`src/rtl/gpio_seq_pkg.sv`:
```
// Purpose: Shared constants for the pin and scan register bank
// Assumes: APB with 32-bit data, one register per aligned word
// Notes:   Byte address is four times the register index
`default_nettype none
package gpio_seq_pkg;

  // ==========================================================
  // Sizes
  localparam int CHANNELS = 8;
  localparam int CH_W     = 3;
  localparam int ADDR_W   = 8;
  localparam int IDX_W    = 6;
  localparam int REG_W    = 8;

  // ==========================================================
  // Register indices
  localparam logic [IDX_W-1:0] IDX_PIN_FUNCTION      = 6'h05;
  localparam logic [IDX_W-1:0] IDX_PIN_DIRECTION     = 6'h07;
  localparam logic [IDX_W-1:0] IDX_OUTPUT_DRIVE_TYPE = 6'h09;
  localparam logic [IDX_W-1:0] IDX_OUTPUT_LEVEL      = 6'h0b;
  localparam logic [IDX_W-1:0] IDX_INPUT_LEVEL       = 6'h0d;
  localparam logic [IDX_W-1:0] IDX_SCAN_CONTROL      = 6'h10;
  localparam logic [IDX_W-1:0] IDX_MANUAL_CH_SELECT  = 6'h11;
  localparam logic [IDX_W-1:0] IDX_SCAN_ENABLE_MASK  = 6'h12;
  localparam logic [IDX_W-1:0] IDX_ALERT_CH_MASK     = 6'h14;

  // ==========================================================
  // Reset values and writable bits
  localparam logic [REG_W-1:0] REG_RESET       = 8'h00;
  localparam logic [REG_W-1:0] SCAN_CTRL_WMASK = 8'h13;
  localparam logic [REG_W-1:0] CH_SEL_WMASK    = 8'h0f;

  // ==========================================================
  // Field positions
  localparam int SEQUENCE_START_BIT_BIT = 4;
  localparam int MODE_MSB      = 1;
  localparam int MODE_LSB      = 0;
  localparam int MANUAL_MSB    = 3;
  localparam int MANUAL_RSV    = 3;

  // ==========================================================
  // Scan modes
  typedef enum logic [1:0]
  {
    MODE_MANUAL = 2'h0,
    MODE_AUTO   = 2'h1,
    MODE_RSV_2  = 2'h2,
    MODE_RSV_3  = 2'h3
  } scan_mode_e;

endpackage
`default_nettype wire

```
`src/rtl/pin_cell.sv`:
```
// Purpose: One general-purpose pin: driver control and input sampling
// Assumes: pad_in is asynchronous to pclk
// Notes:   Driver outputs are registered
`timescale 1ns/100ps
`default_nettype none
module pin_cell
(
  // Clock and reset
  input  wire logic pclk,
  input  wire logic presetn,
  // Configuration
  input  wire logic is_gpio,
  input  wire logic is_output,
  input  wire logic push_pull,
  input  wire logic level,
  // Pad
  input  wire logic pad_in,
  output logic      pad_out,
  output logic      pad_oe,
  output logic      level_sync
);

  logic sync_first;
  logic drive_on;

  // ==========================================================
  // Driver
  assign drive_on = is_gpio & is_output;

  always_ff @(posedge pclk or negedge presetn)
  begin
    if (!presetn)
    begin
      pad_out <= 1'b0;
      pad_oe  <= 1'b0;
    end
    else
    begin
      pad_out <= drive_on & level;
      pad_oe  <= drive_on & (push_pull | ~level);
    end
  end

  // ==========================================================
  // Input synchroniser
  always_ff @(posedge pclk or negedge presetn)
  begin
    if (!presetn)
    begin
      sync_first <= 1'b0;
      level_sync <= 1'b0;
    end
    else
    begin
      sync_first <= pad_in;
      level_sync <= sync_first;
    end
  end

endmodule
`default_nettype wire

```
`src/rtl/channel_sequencer.sv`:
```
// Purpose: Ascending scan over the enabled channels
// Assumes: step comes from the conversion engine on pclk
// Notes:   Wraps from the highest enabled channel to the lowest
`timescale 1ns/100ps
`default_nettype none
module channel_sequencer #(
  parameter int N    = 8,
  parameter int CH_W = 3
)
(
  // Clock and reset
  input  wire logic            pclk,
  input  wire logic            presetn,
  // Control
  input  wire logic            run,
  input  wire logic [N-1:0]    mask,
  input  wire logic            step,
  // Status
  output logic [CH_W-1:0]      channel,
  output logic                 busy,
  output logic                 have_channel
);

  typedef enum logic
  {
    SEQ_IDLE = 1'b0,
    SEQ_RUN  = 1'b1
  } seq_state_e;

  seq_state_e state;

  // ==========================================================
  // Next enabled channel above cur, wrapping
  function automatic logic [CH_W-1:0] next_after(input logic [CH_W-1:0] cur,
                                                 input logic [N-1:0] m);
    int idx;
    logic found;
    next_after = cur;
    found = 1'b0;
    for (int i = 1; i <= N; i++)
    begin
      idx = (int'(cur) + i) % N;
      if (!found && m[idx])
      begin
        next_after = CH_W'(idx);
        found = 1'b1;
      end
    end
  endfunction

  // ==========================================================
  // State and channel
  always_ff @(posedge pclk or negedge presetn)
  begin
    if (!presetn)
    begin
      state   <= SEQ_IDLE;
      channel <= '0;
    end
    else
    begin
      unique case (state)
        SEQ_IDLE:
        begin
          if (run)
          begin
            state   <= SEQ_RUN;
            channel <= next_after(CH_W'(N - 1), mask);
          end
        end
        SEQ_RUN:
        begin
          if (!run)
            state <= SEQ_IDLE;
          else if (step || !mask[channel])
            channel <= next_after(channel, mask);
        end
      endcase
    end
  end

  assign busy         = (state == SEQ_RUN);
  assign have_channel = busy & mask[channel];

endmodule
`default_nettype wire

```
`src/rtl/gpio_and_channel_sequencer_regs.sv`:
```
// Purpose: Pin configuration and scan selection registers on APB
// Assumes: One pclk domain; pad inputs are asynchronous
// Notes:   Zero-wait-state slave; read data latched in setup phase
`timescale 1ns/100ps
`default_nettype none
module gpio_and_channel_sequencer_regs #(
  parameter int N = 8
)
(
  // Clock and reset
  input  wire logic                            pclk,
  input  wire logic                            presetn,
  // APB slave
  input  wire logic                            psel,
  input  wire logic                            penable,
  input  wire logic                            pwrite,
  input  wire logic [gpio_seq_pkg::ADDR_W-1:0] paddr,
  input  wire logic [31:0]                     pwdata,
  input  wire logic [3:0]                      pstrb,
  output logic [31:0]                          prdata,
  output logic                                 pready,
  output logic                                 pslverr,
  // Pads
  input  wire logic [N-1:0]                    pad_in,
  output logic [N-1:0]                         pad_out,
  output logic [N-1:0]                         pad_oe,
  // Conversion engine
  input  wire logic                            conv_done,
  output logic [3:0]                           conv_channel,
  output logic                                 conv_channel_valid,
  output logic                                 scan_running,
  output logic [N-1:0]                         analog_enable,
  output logic [N-1:0]                         alert_channel_mask
);

  // ==========================================================
  // Register storage
  logic [N-1:0] pin_function;
  logic [N-1:0] pin_direction;
  logic [N-1:0] output_drive_type;
  logic [N-1:0] output_level;
  logic [N-1:0] input_level;
  logic [N-1:0] scan_enable_mask;
  logic         sequence_start_bit;
  logic [1:0]   scan_mode_field;
  logic [3:0]   manual_channel_field;

  // ==========================================================
  // Bus decode
  logic [gpio_seq_pkg::IDX_W-1:0] idx;
  logic                           hit;
  logic                           aligned;
  logic                           wr_en;
  logic [7:0]                     wbyte;
  logic [31:0]                    next_prdata;

  // ==========================================================
  // Scan internals
  logic [gpio_seq_pkg::CH_W-1:0] seq_channel;
  logic                          seq_busy;
  logic                          seq_have;
  logic                          auto_run;
  logic                          manual_ok;
  logic [N-1:0]                  level_sync;

  assign idx     = paddr[gpio_seq_pkg::ADDR_W-1:2];
  assign aligned = (paddr[1:0] == 2'h0);
  assign wbyte   = pwdata[7:0];

  always_comb
  begin
    unique case (idx)
      gpio_seq_pkg::IDX_PIN_FUNCTION,
      gpio_seq_pkg::IDX_PIN_DIRECTION,
      gpio_seq_pkg::IDX_OUTPUT_DRIVE_TYPE,
      gpio_seq_pkg::IDX_OUTPUT_LEVEL,
      gpio_seq_pkg::IDX_INPUT_LEVEL,
      gpio_seq_pkg::IDX_SCAN_CONTROL,
      gpio_seq_pkg::IDX_MANUAL_CH_SELECT,
      gpio_seq_pkg::IDX_SCAN_ENABLE_MASK,
      gpio_seq_pkg::IDX_ALERT_CH_MASK:
        hit = aligned;
      default:
        hit = 1'b0;
    endcase
  end

  // ==========================================================
  // APB handshake
  assign pready  = 1'b1;
  assign pslverr = psel & penable & ~hit;
  assign wr_en   = psel & penable & pwrite & hit & pstrb[0];

  // ==========================================================
  // Read mux
  always_comb
  begin
    next_prdata = 32'h0000_0000;
    if (hit)
    begin
      unique case (idx)
        gpio_seq_pkg::IDX_PIN_FUNCTION:
          next_prdata[N-1:0] = pin_function;
        gpio_seq_pkg::IDX_PIN_DIRECTION:
          next_prdata[N-1:0] = pin_direction;
        gpio_seq_pkg::IDX_OUTPUT_DRIVE_TYPE:
          next_prdata[N-1:0] = output_drive_type;
        gpio_seq_pkg::IDX_OUTPUT_LEVEL:
          next_prdata[N-1:0] = output_level;
        gpio_seq_pkg::IDX_INPUT_LEVEL:
          next_prdata[N-1:0] = input_level;
        gpio_seq_pkg::IDX_SCAN_CONTROL:
        begin
          next_prdata[gpio_seq_pkg::SEQUENCE_START_BIT_BIT] = sequence_start_bit;
          next_prdata[gpio_seq_pkg::MODE_MSB:gpio_seq_pkg::MODE_LSB] = scan_mode_field;
        end
        gpio_seq_pkg::IDX_MANUAL_CH_SELECT:
          next_prdata[gpio_seq_pkg::MANUAL_MSB:0] = manual_channel_field;
        gpio_seq_pkg::IDX_SCAN_ENABLE_MASK:
          next_prdata[N-1:0] = scan_enable_mask;
        gpio_seq_pkg::IDX_ALERT_CH_MASK:
          next_prdata[N-1:0] = alert_channel_mask;
        default:
          next_prdata = 32'h0000_0000;
      endcase
    end
  end

  always_ff @(posedge pclk or negedge presetn)
  begin
    if (!presetn)
      prdata <= 32'h0000_0000;
    else if (psel && !penable && !pwrite)
      prdata <= next_prdata;
  end

  // ==========================================================
  // Pin configuration registers
  always_ff @(posedge pclk or negedge presetn)
  begin
    if (!presetn)
    begin
      pin_function  <= N'(gpio_seq_pkg::REG_RESET);
      pin_direction <= N'(gpio_seq_pkg::REG_RESET);
    end
    else if (wr_en)
    begin
      if (idx == gpio_seq_pkg::IDX_PIN_FUNCTION)
        pin_function <= wbyte[N-1:0];
      if (idx == gpio_seq_pkg::IDX_PIN_DIRECTION)
        pin_direction <= wbyte[N-1:0];
    end
  end

  // ==========================================================
  // Output registers
  always_ff @(posedge pclk or negedge presetn)
  begin
    if (!presetn)
    begin
      output_drive_type <= N'(gpio_seq_pkg::REG_RESET);
      output_level      <= N'(gpio_seq_pkg::REG_RESET);
    end
    else if (wr_en)
    begin
      if (idx == gpio_seq_pkg::IDX_OUTPUT_DRIVE_TYPE)
        output_drive_type <= wbyte[N-1:0];
      if (idx == gpio_seq_pkg::IDX_OUTPUT_LEVEL)
        output_level <= wbyte[N-1:0];
    end
  end

  // ==========================================================
  // Input level
  always_ff @(posedge pclk or negedge presetn)
  begin
    if (!presetn)
      input_level <= N'(gpio_seq_pkg::REG_RESET);
    else
      input_level <= level_sync;
  end

  // ==========================================================
  // Scan control registers
  always_ff @(posedge pclk or negedge presetn)
  begin
    if (!presetn)
    begin
      sequence_start_bit   <= 1'b0;
      scan_mode_field      <= gpio_seq_pkg::MODE_MANUAL;
      manual_channel_field <= 4'h0;
    end
    else if (wr_en)
    begin
      if (idx == gpio_seq_pkg::IDX_SCAN_CONTROL)
      begin
        sequence_start_bit <= wbyte[gpio_seq_pkg::SEQUENCE_START_BIT_BIT];
        scan_mode_field    <=
          wbyte[gpio_seq_pkg::MODE_MSB:gpio_seq_pkg::MODE_LSB];
      end
      if (idx == gpio_seq_pkg::IDX_MANUAL_CH_SELECT)
        manual_channel_field <= wbyte[gpio_seq_pkg::MANUAL_MSB:0];
    end
  end

  // ==========================================================
  // Mask registers
  always_ff @(posedge pclk or negedge presetn)
  begin
    if (!presetn)
    begin
      scan_enable_mask   <= N'(gpio_seq_pkg::REG_RESET);
      alert_channel_mask <= N'(gpio_seq_pkg::REG_RESET);
    end
    else if (wr_en)
    begin
      if (idx == gpio_seq_pkg::IDX_SCAN_ENABLE_MASK)
        scan_enable_mask <= wbyte[N-1:0];
      if (idx == gpio_seq_pkg::IDX_ALERT_CH_MASK)
        alert_channel_mask <= wbyte[N-1:0];
    end
  end

  // ==========================================================
  // Pins
  for (genvar g = 0; g < N; g++)
  begin : g_pin
    pin_cell u_pin
    (
      .pclk       (pclk),
      .presetn    (presetn),
      .is_gpio    (pin_function[g]),
      .is_output  (pin_direction[g]),
      .push_pull  (output_drive_type[g]),
      .level      (output_level[g]),
      .pad_in     (pad_in[g]),
      .pad_out    (pad_out[g]),
      .pad_oe     (pad_oe[g]),
      .level_sync (level_sync[g])
    );
  end

  // ==========================================================
  // Sequencer
  assign auto_run = sequence_start_bit &
                    (scan_mode_field == gpio_seq_pkg::MODE_AUTO);

  channel_sequencer #(
    .N    (N),
    .CH_W (gpio_seq_pkg::CH_W)
  ) u_seq
  (
    .pclk         (pclk),
    .presetn      (presetn),
    .run          (auto_run),
    .mask         (scan_enable_mask & ~pin_function),
    .step         (conv_done),
    .channel      (seq_channel),
    .busy         (seq_busy),
    .have_channel (seq_have)
  );

  // ==========================================================
  // Channel selection
  assign manual_ok = ~manual_channel_field[gpio_seq_pkg::MANUAL_RSV] &
                     ~pin_function[manual_channel_field[gpio_seq_pkg::CH_W-1:0]];

  always_ff @(posedge pclk or negedge presetn)
  begin
    if (!presetn)
    begin
      conv_channel       <= 4'h0;
      conv_channel_valid <= 1'b0;
      scan_running       <= 1'b0;
      analog_enable      <= N'(gpio_seq_pkg::REG_RESET);
    end
    else
    begin
      analog_enable <= ~pin_function;
      scan_running  <= seq_busy;
      unique case (scan_mode_field)
        gpio_seq_pkg::MODE_MANUAL:
        begin
          conv_channel       <= manual_channel_field;
          conv_channel_valid <= manual_ok;
        end
        gpio_seq_pkg::MODE_AUTO:
        begin
          conv_channel       <= {1'b0, seq_channel};
          conv_channel_valid <= seq_have;
        end
        default:
        begin
          conv_channel       <= 4'h0;
          conv_channel_valid <= 1'b0;
        end
      endcase
    end
  end

endmodule
`default_nettype wire

```
`config.mk`:
```
export PLATFORM = sky130hd
export DESIGN_NAME = gpio_and_channel_sequencer_regs
export DESIGN_NICKNAME = d
export VERILOG_FILES = /design/src/rtl/gpio_seq_pkg.sv /design/src/rtl/pin_cell.sv /design/src/rtl/channel_sequencer.sv /design/src/rtl/gpio_and_channel_sequencer_regs.sv
export SDC_FILE = /design/constraint.sdc
export NUM_CORES = 1
export LEC_CHECK = 0
export ABC_AREA = 1
export ABC_CLOCK_PERIOD_IN_PS = 3200
export BUFFER_PORTS_ARGS = -buffer_cell sky130_fd_sc_hd__buf_4
export CAP_MARGIN = 20
export CORE_AREA = 5 5 109 111
export CTS_BUF_LIST = sky130_fd_sc_hd__clkbuf_16
export DETAILED_ROUTE_END_ITERATION = 12
export DIE_AREA = 0 0 114 116
export PLACE_DENSITY = 0.9
export SYNTH_ARGS = -nofsm -noshare
export SYNTH_HDL_FRONTEND = slang
export SYNTH_SLANG_ARGS = --single-unit
```
`constraint.sdc`:
```
create_clock -name pclk -period 3.2 [get_ports pclk]
set_clock_uncertainty 0.1 [all_clocks]
set_input_delay 0.48 -clock pclk [delete_from_list [all_inputs] [get_ports pclk]]
set_output_delay 0.48 -clock pclk [all_outputs]
set_load 0.1 [all_outputs]
```
==> results of run 1 <==
## where the power goes
group          total (mW)  internal, mW  switching [mW]
Sequential           1.55          1.55         0.00542
Combinational       0.241        0.0358           0.205
Clock                1.95          1.22           0.731
Total                3.75          2.81           0.941
## kinds of logic (layout without fill, tap and decap cells)
logic type	count (synthesis)	after routing
buf+inv	129	202
xor+xnor	3	3
compound gates	114	114
flops	121	121
simple gates	303	303
fa+ha+maj	2	2
other cells	2	25
## sequential cells by signal, indices dropped and copies added (netlist names)
| register | cells |
|---|---|
| alert_channel_mask | 8 |
| analog_enable | 8 |
| conv_channel | 4 |
| conv_channel_valid | 1 |
| g_pin.u_pin.level_sync | 8 |
| g_pin.u_pin.pad_oe | 8 |
| g_pin.u_pin.pad_out | 8 |
| g_pin.u_pin.sync_first | 8 |
| input_level | 8 |
| manual_channel_field | 4 |
| output_drive_type | 8 |
| output_level | 8 |
| pin_direction | 8 |
| pin_function | 8 |
| prdata | 8 |
| scan_enable_mask | 8 |
| scan_mode_field | 2 |
| scan_running | 1 |
| sequence_start_bit | 1 |
| u_seq.busy | 1 |
| u_seq.channel | 3 |
## area by class of cell
type	count	area [µm²]
clock buffers	17	425
well taps	140	175
repair buffers	92	706
multi-input cells	447	2060
fillers	852	3840
inverters	78	293
flip-flops and latches	121	3030
clock inverters	15	178
## through the flow
stage	utilization	hold WS, ns	setup slack, ns	total power [mW]	std cells
6_report	0.641	0.0673	0.596	3.75	910
5_1_grt	0.641	0.0531	0.290	3.85	910
4_1_cts	0.641	0.0592	0.614	3.76	910
3_5_place_dp	0.584	0.235	0.385	1.82	877
3_3_place_gp	0.584	0.232	0.521	1.82	877
2_1_floorplan	-	0.0844	0.435	1.76	697
## placed cells by master (no fill, tap or decap), drive strengths merged
| cell | synthesis | layout |
|---|---|---|
| xor2 | 3 | 3 |
| inv | 74 | 75 |
| a22o | 1 | 1 |
| a311oi | 1 | 1 |
| clkbuf | 1 | 17 |
| dfrtp | 121 | 121 |
| o211ai | 1 | 1 |
| a221oi | 7 | 7 |
| o41ai | 2 | 2 |
| dlygate4sd3 | 0 | 1 |
| nand3 | 71 | 71 |
| o2111ai | 4 | 4 |
| o21ai | 66 | 66 |
| a31oi | 2 | 2 |
| conb | 2 | 25 |
| nand4 | 5 | 5 |
| clkinv | 4 | 12 |
| buf | 50 | 91 |
| bufinv | 0 | 3 |
| o31ai | 2 | 2 |
| ha | 2 | 2 |
| o22ai | 11 | 11 |
| nor2 | 50 | 50 |
| nor3 | 5 | 5 |
| nand2 | 172 | 172 |
| clkinvlp | 0 | 3 |
| a21oi | 17 | 17 |
## synthesized netlist by cell type (all sizes together)
master and n:
clkbuf 1, o2111ai 4, nor3 5, o21ai 66, nand2 172, xor2 3, a22o 1, dfrtp 121
clkinv 4, o22ai 11, nor2 50, a311oi 1, nand4 5, nand3 71, buf 50, o211ai 1
a21oi 17, ha 2, inv 74, a31oi 2, a221oi 7, conb 2, o41ai 2, o31ai 2
## final timing paths
| check | from | end | slack [ns] |
|---|---|---|---|
| setup reg to reg | u_seq.channel[1] | u_seq.channel[1] | 0.61 |
| hold / removal | pad_in[6] | g_pin[6].u_pin.sync_first | 0.07 |
| min in group asynchronous | presetn | prdata[5] | 0.47 |
| hold reg to reg | g_pin[4].u_pin.level_sync | input_level[4] | 0.25 |
| setup / recovery | paddr[3] | pslverr | 0.60 |
| max in group asynchronous | presetn | g_pin[1].u_pin.pad_oe | 1.73 |
## worst max-delay path: cells and delay by family
kind	cells	cell delay, ns
and+or+nand+nor	7	0.84
buffers and inverters	5	0.70
## layer usage
| layer | global-route usage | vias to the layer above |
|---|---|---|
| li1 | - | 2305 |
| met1 | 0.308 | 2392 |
| met2 | 0.409 | 337 |
| met3 | 0.0721 | 86 |
| met4 | 0.133 | 2 |
| met5 | 0 | - |
==> results.toml, run 1 <==
[status]
outcome = "completed"

[die]
dieArea_um2 = 13200
io_pins = 130
start_util = 0.531
dieHeight_um = 116
floorplan.rows = 38
core-area_um2 = 10700
die_w_um = 114

[synth]
ys_seq_area_frac = 0.533
synth.avg_cell_area_um2 = 8.43
ys_warn_count = 0
ys_top_cells_by_area = "dfrtp_1 (53%), nand2_1 (11%), nand3_1 (6.3%), o21ai_0 (5.8%), buf_4 (5.4%)"
synthXorXnorAreaFrac = 0.00462
ys_ff_latch = 121
yosys.area_share.simple = 0.221
syn_area_um2 = 5680
synth_top_family_by_area = "simple AND/OR/NAND/NOR gates"
yosysTopAreaCell = "dfrtp_1"
yosys-mux-area-fraction = 0
synth_compound_area_frac = 0.114
synth_top_cell_area_share = 0.533
synthCells = 674
synth_cell_types = 28
synthAdderAreaFrac = 0.00440

[critical_path]
arrival_ns = 2.02
critical_path.endpoint_type = "output pin"
worstPathCellList = "buf_4, inv_1, nand2_1, nor3_1, nand3_1, clkinv_1, nor3_1, nand3_1, nand2_1, inv_1, nor2_2, buf_4"
crit_slowest_cell = "nor3_1"
critPathRequiredTime_ns = 2.62
crit_path_start_kind = "input port"
critPathKind = "input port to output pin"
critPathMaxStageDelay_ns = 0.31
path_max_fanout = 6
worstRegToRegCells = 15

[routing]
wl_per_cell_um = 17.3
finalWirelength_mm = 15.8
drc = 0
antenna_left = 0
drt_iter0_drc = 554
firstDrtPassIters = 6
drt-met1-wl_mm = 5.68
vias = 5122
top_layer = "met5"
wl_met3_mm = 1.71
routed-wl-met2_mm = 7.62
viasPerCell = 5.63

[grt]
grt_pass1_vias = 5140
grt_pass1_wl_mm = 25.6
groute.usage.overall = 0.253
grt-ovfl-total = 0
antenna_found_initial = 1
grt_max_degree = 84

[clock_network]
cts_hold_buf = 1
clockBufferDepth = 2
htreeDepth = 4
cts_setup_buffers = 0
cts_buffers = 17
worstSkewPairLatency_ns = 0.42
cts_root_buf = "clkbuf_16"
clkTransAtPathRegs_ns = 0.06
cts_sinks = 121
cts_tree = "built"
cts_resized = 0

[sta]
relSlewSlack = 0.656
rsz0062_at_grt = "false"
final.min_clock_period_ns = 2.60
final-hold-violation-count = 0
period_share = 0.814
tightestPinTransition_ns = 0.515
report.final.setup_viol = 0
finalSetupTns_ns = 0
max_freq_ghz = 0.384
drv_slew = 0

[min_path]
worstHoldPathType = "input port to flip-flop"
min_path_cells = 1

[place]
io_buffer_count = 77
dpl.hpwl_mm = 10.9
post_dp_cell_area_um2 = 6250
gp_congestion = 0.985

[final_layout]
diodes = 0
syn2layout_area_growth_pct = 20.7
final_area_um2 = 6860
nets = 817
layout-drive-gt1-share = 0.162

[job]
cap_violations = 0

[power_and_ir_drop]
p_leak_nw = 3.39
powerDensity_nw_per_um2 = 546
ir_drop_mv = 0.684
(Power assumes the default switching activity.)
==> run 2: changes to the inputs <==
- ABC_CLOCK_PERIOD_IN_PS: 3200 -> 2700
- clock period: 3.2 -> 2.7 ns (I/O delays scaled with it)
==> run 2 against run 1 <==
Against the previous run: sequential share of layout area is 1.3 points lower; cell count rose by 2.2%; combinational power rose by 24%; sequential power is 19% higher; flip-flop and latch count unchanged; critical path depth unchanged; worst hold slack improved by 0.18 ns; global-route usage increased by 0.12 points; total power rose by 22%; worst setup slack got worse by 0.44 ns; critical path type unchanged; highest routed layer is now met4.
==> results.toml, run 2 (synthesis gave the netlist of run 1 again) <==
[status]
outcome = "completed"

[power_and_ir_drop]
p_leak_nw = 3.50
powerDensity_nw_per_um2 = 649
ir_drop_mv = 0.633
totalPowerFinal_mw = 4.59

[routing]
antenna_left = 0
viasPerCell = 5.68
firstDrtPassIters = 8
wl_per_cell_um = 17.3
finalWirelength_mm = 16.1
drc = 0
drt_iter0_drc = 608
vias = 5283

[grt]
grt_pass1_wl_mm = 25.6
grt_pass1_vias = 5147
antenna_found_initial = 0
groute.usage.overall = 0.254
grt_max_degree = 56
grt-ovfl-total = 0

[sta]
report.final.setup_viol = 0
drv_slew = 0
holdWs_ns = 0.245
relSlewSlack = 0.604
final-hold-violation-count = 0
tightestPinTransition_ns = 0.594
final.min_clock_period_ns = 2.55
max_freq_ghz = 0.393
period_share = 0.943

[die]
dieArea_um2 = 13200
io_pins = 130
die_w_um = 114
floorplan.rows = 38
dieHeight_um = 116
start_util = 0.531
core-area_um2 = 10700

[final_layout]
final-seq-area_um2 = 3030
final_common_cell = "nand2_1"
layout-drive-gt1-share = 0.177
fillers = 822
final_util = 0.661
diodes = 0
mostFrequentLayoutCells = "nand2_1 (170), dfrtp_1 (120), buf_4 (102)"
multi_input_area_um2 = 2060
syn2layout_area_growth_pct = 24.4
nets = 837

[critical_path]
cp.buffers_inverters = 4
crit_end = "pslverr"
crit_start = "paddr[3]"
path_max_fanout = 6
critical_path.endpoint_type = "output pin"
crit_cells = 12
critPathMaxStageDelay_ns = 0.40
worstRegToRegCells = 16
crit_path_start_kind = "input port"
critPathMostFrequentCell = "nand2_1"
worstPathCellList = "buf_4, inv_1, nand2_1, nor3_1, nand2_1, nand3_1, nor3_1, nand3_1, nand2_1, inv_1, nor2_2, buf_4"
arrival_ns = 2.04
r2r_setup_slack_ns = 0.28
critPathKind = "input port to output pin"
critPathRequiredTime_ns = 2.19
rr_endpoint = "u_seq.channel[0]"
crit_slowest_cell = "nor3_1"
r2r_start = "u_seq.channel[1]"
cpLargestDelayFamily = "simple AND/OR/NAND/NOR gates"

[clock_network]
cts_root_buf = "clkbuf_16"
cts_buffers = 17
cts_sinks = 121
htreeDepth = 4
cts_tree = "built"
clockBufferDepth = 2
clkTransAtPathRegs_ns = 0.06
worstSkewPairLatency_ns = 0.42

[place]
io_buffer_count = 77
gp_congestion = 0.983
dpl.hpwl_mm = 11.1

[min_path]
min_from = "g_pin[3].u_pin.level_sync"
worstHoldPathType = "flip-flop to flip-flop"
min_path_cells = 0

[job]
cap_violations = 0
run 2: changes by cell type in the layout (fill, tap and decap cells not counted), moves of 2 or more:
cell,delta
clkinv_2,+2
dlygate4sd3_1,+8
bufinv_16,+2
clkinv_4,-4
buf_4,+12
run 2: area by class of cell:
cell class                      instances  area share
Timing Repair Buffer                  112       0.124
Tap cell                              140      0.0248
Inverter                               78      0.0414
Sequential cell                       121       0.428
Clock inverter                         15      0.0292
Multi-Input combinational cell        447       0.292
Clock buffer                           17      0.0602
run 2: repair_timing:
item,CTS,global route
setup buffers,0,0
setup endpoints to repair,0,3
endpoints found under the hold margin,48,1
hold buffers,8,1
resized for setup,0,4
run 2: report_power, final:
part	internal (mW)	switching, mW	leakage, nW
Combinational	0.0510	0.247	1.60
Sequential	1.83	0.00720	1.59
Clock	1.62	0.829	0.311
Total	3.51	1.08	3.50
run 2: how the worst min path moves through the flow:
stage | endpoint | slack (ns)
2_1_floorplan | alert_channel_mask[0] | 0.009
3_3_place_gp | g_pin[6].u_pin.level_sync | 0.23
3_5_place_dp | input_level[3] | 0.23
4_1_cts | g_pin[7].u_pin.sync_first | 0.00001
5_1_grt | g_pin[0].u_pin.level_sync | 0.25
6_report | input_level[3] | 0.24
run 2: stage by stage:
| stage | std cells | TNS [ns] | area (µm²) | setup slack (ns) |
|---|---|---|---|---|
| 2_1_floorplan | 697 | 0 | 5770 | 0.0849 |
| 3_3_place_gp | 889 | 0 | 6340 | 0.257 |
| 3_5_place_dp | 889 | 0 | 6340 | 0.0822 |
| 4_1_cts | 929 | 0 | 7050 | 0.178 |
| 5_1_grt | 930 | -0.00480 | 7070 | -0.00480 |
| 6_report | 930 | 0 | 7070 | 0.154 |
run 2: worst reg2reg max path: cells and delay by family, from the launching register on:
kind                     cells  cell delay, ns
buffers and inverters        3            0.28
AND/OR/NAND/NOR             12            1.18
flip-flops                   1            0.45
adder cells (fa/ha/maj)      1            0.31
run 2: metal layers:
layer / vias up / track usage / routed length [µm]
met5: - / 0 / 0
met4: 0 / 0.135 / 809
met3: 82 / 0.0836 / 1770
met2: 379 / 0.407 / 7560
met1: 2473 / 0.305 / 5950
li1: 2349 / - / -
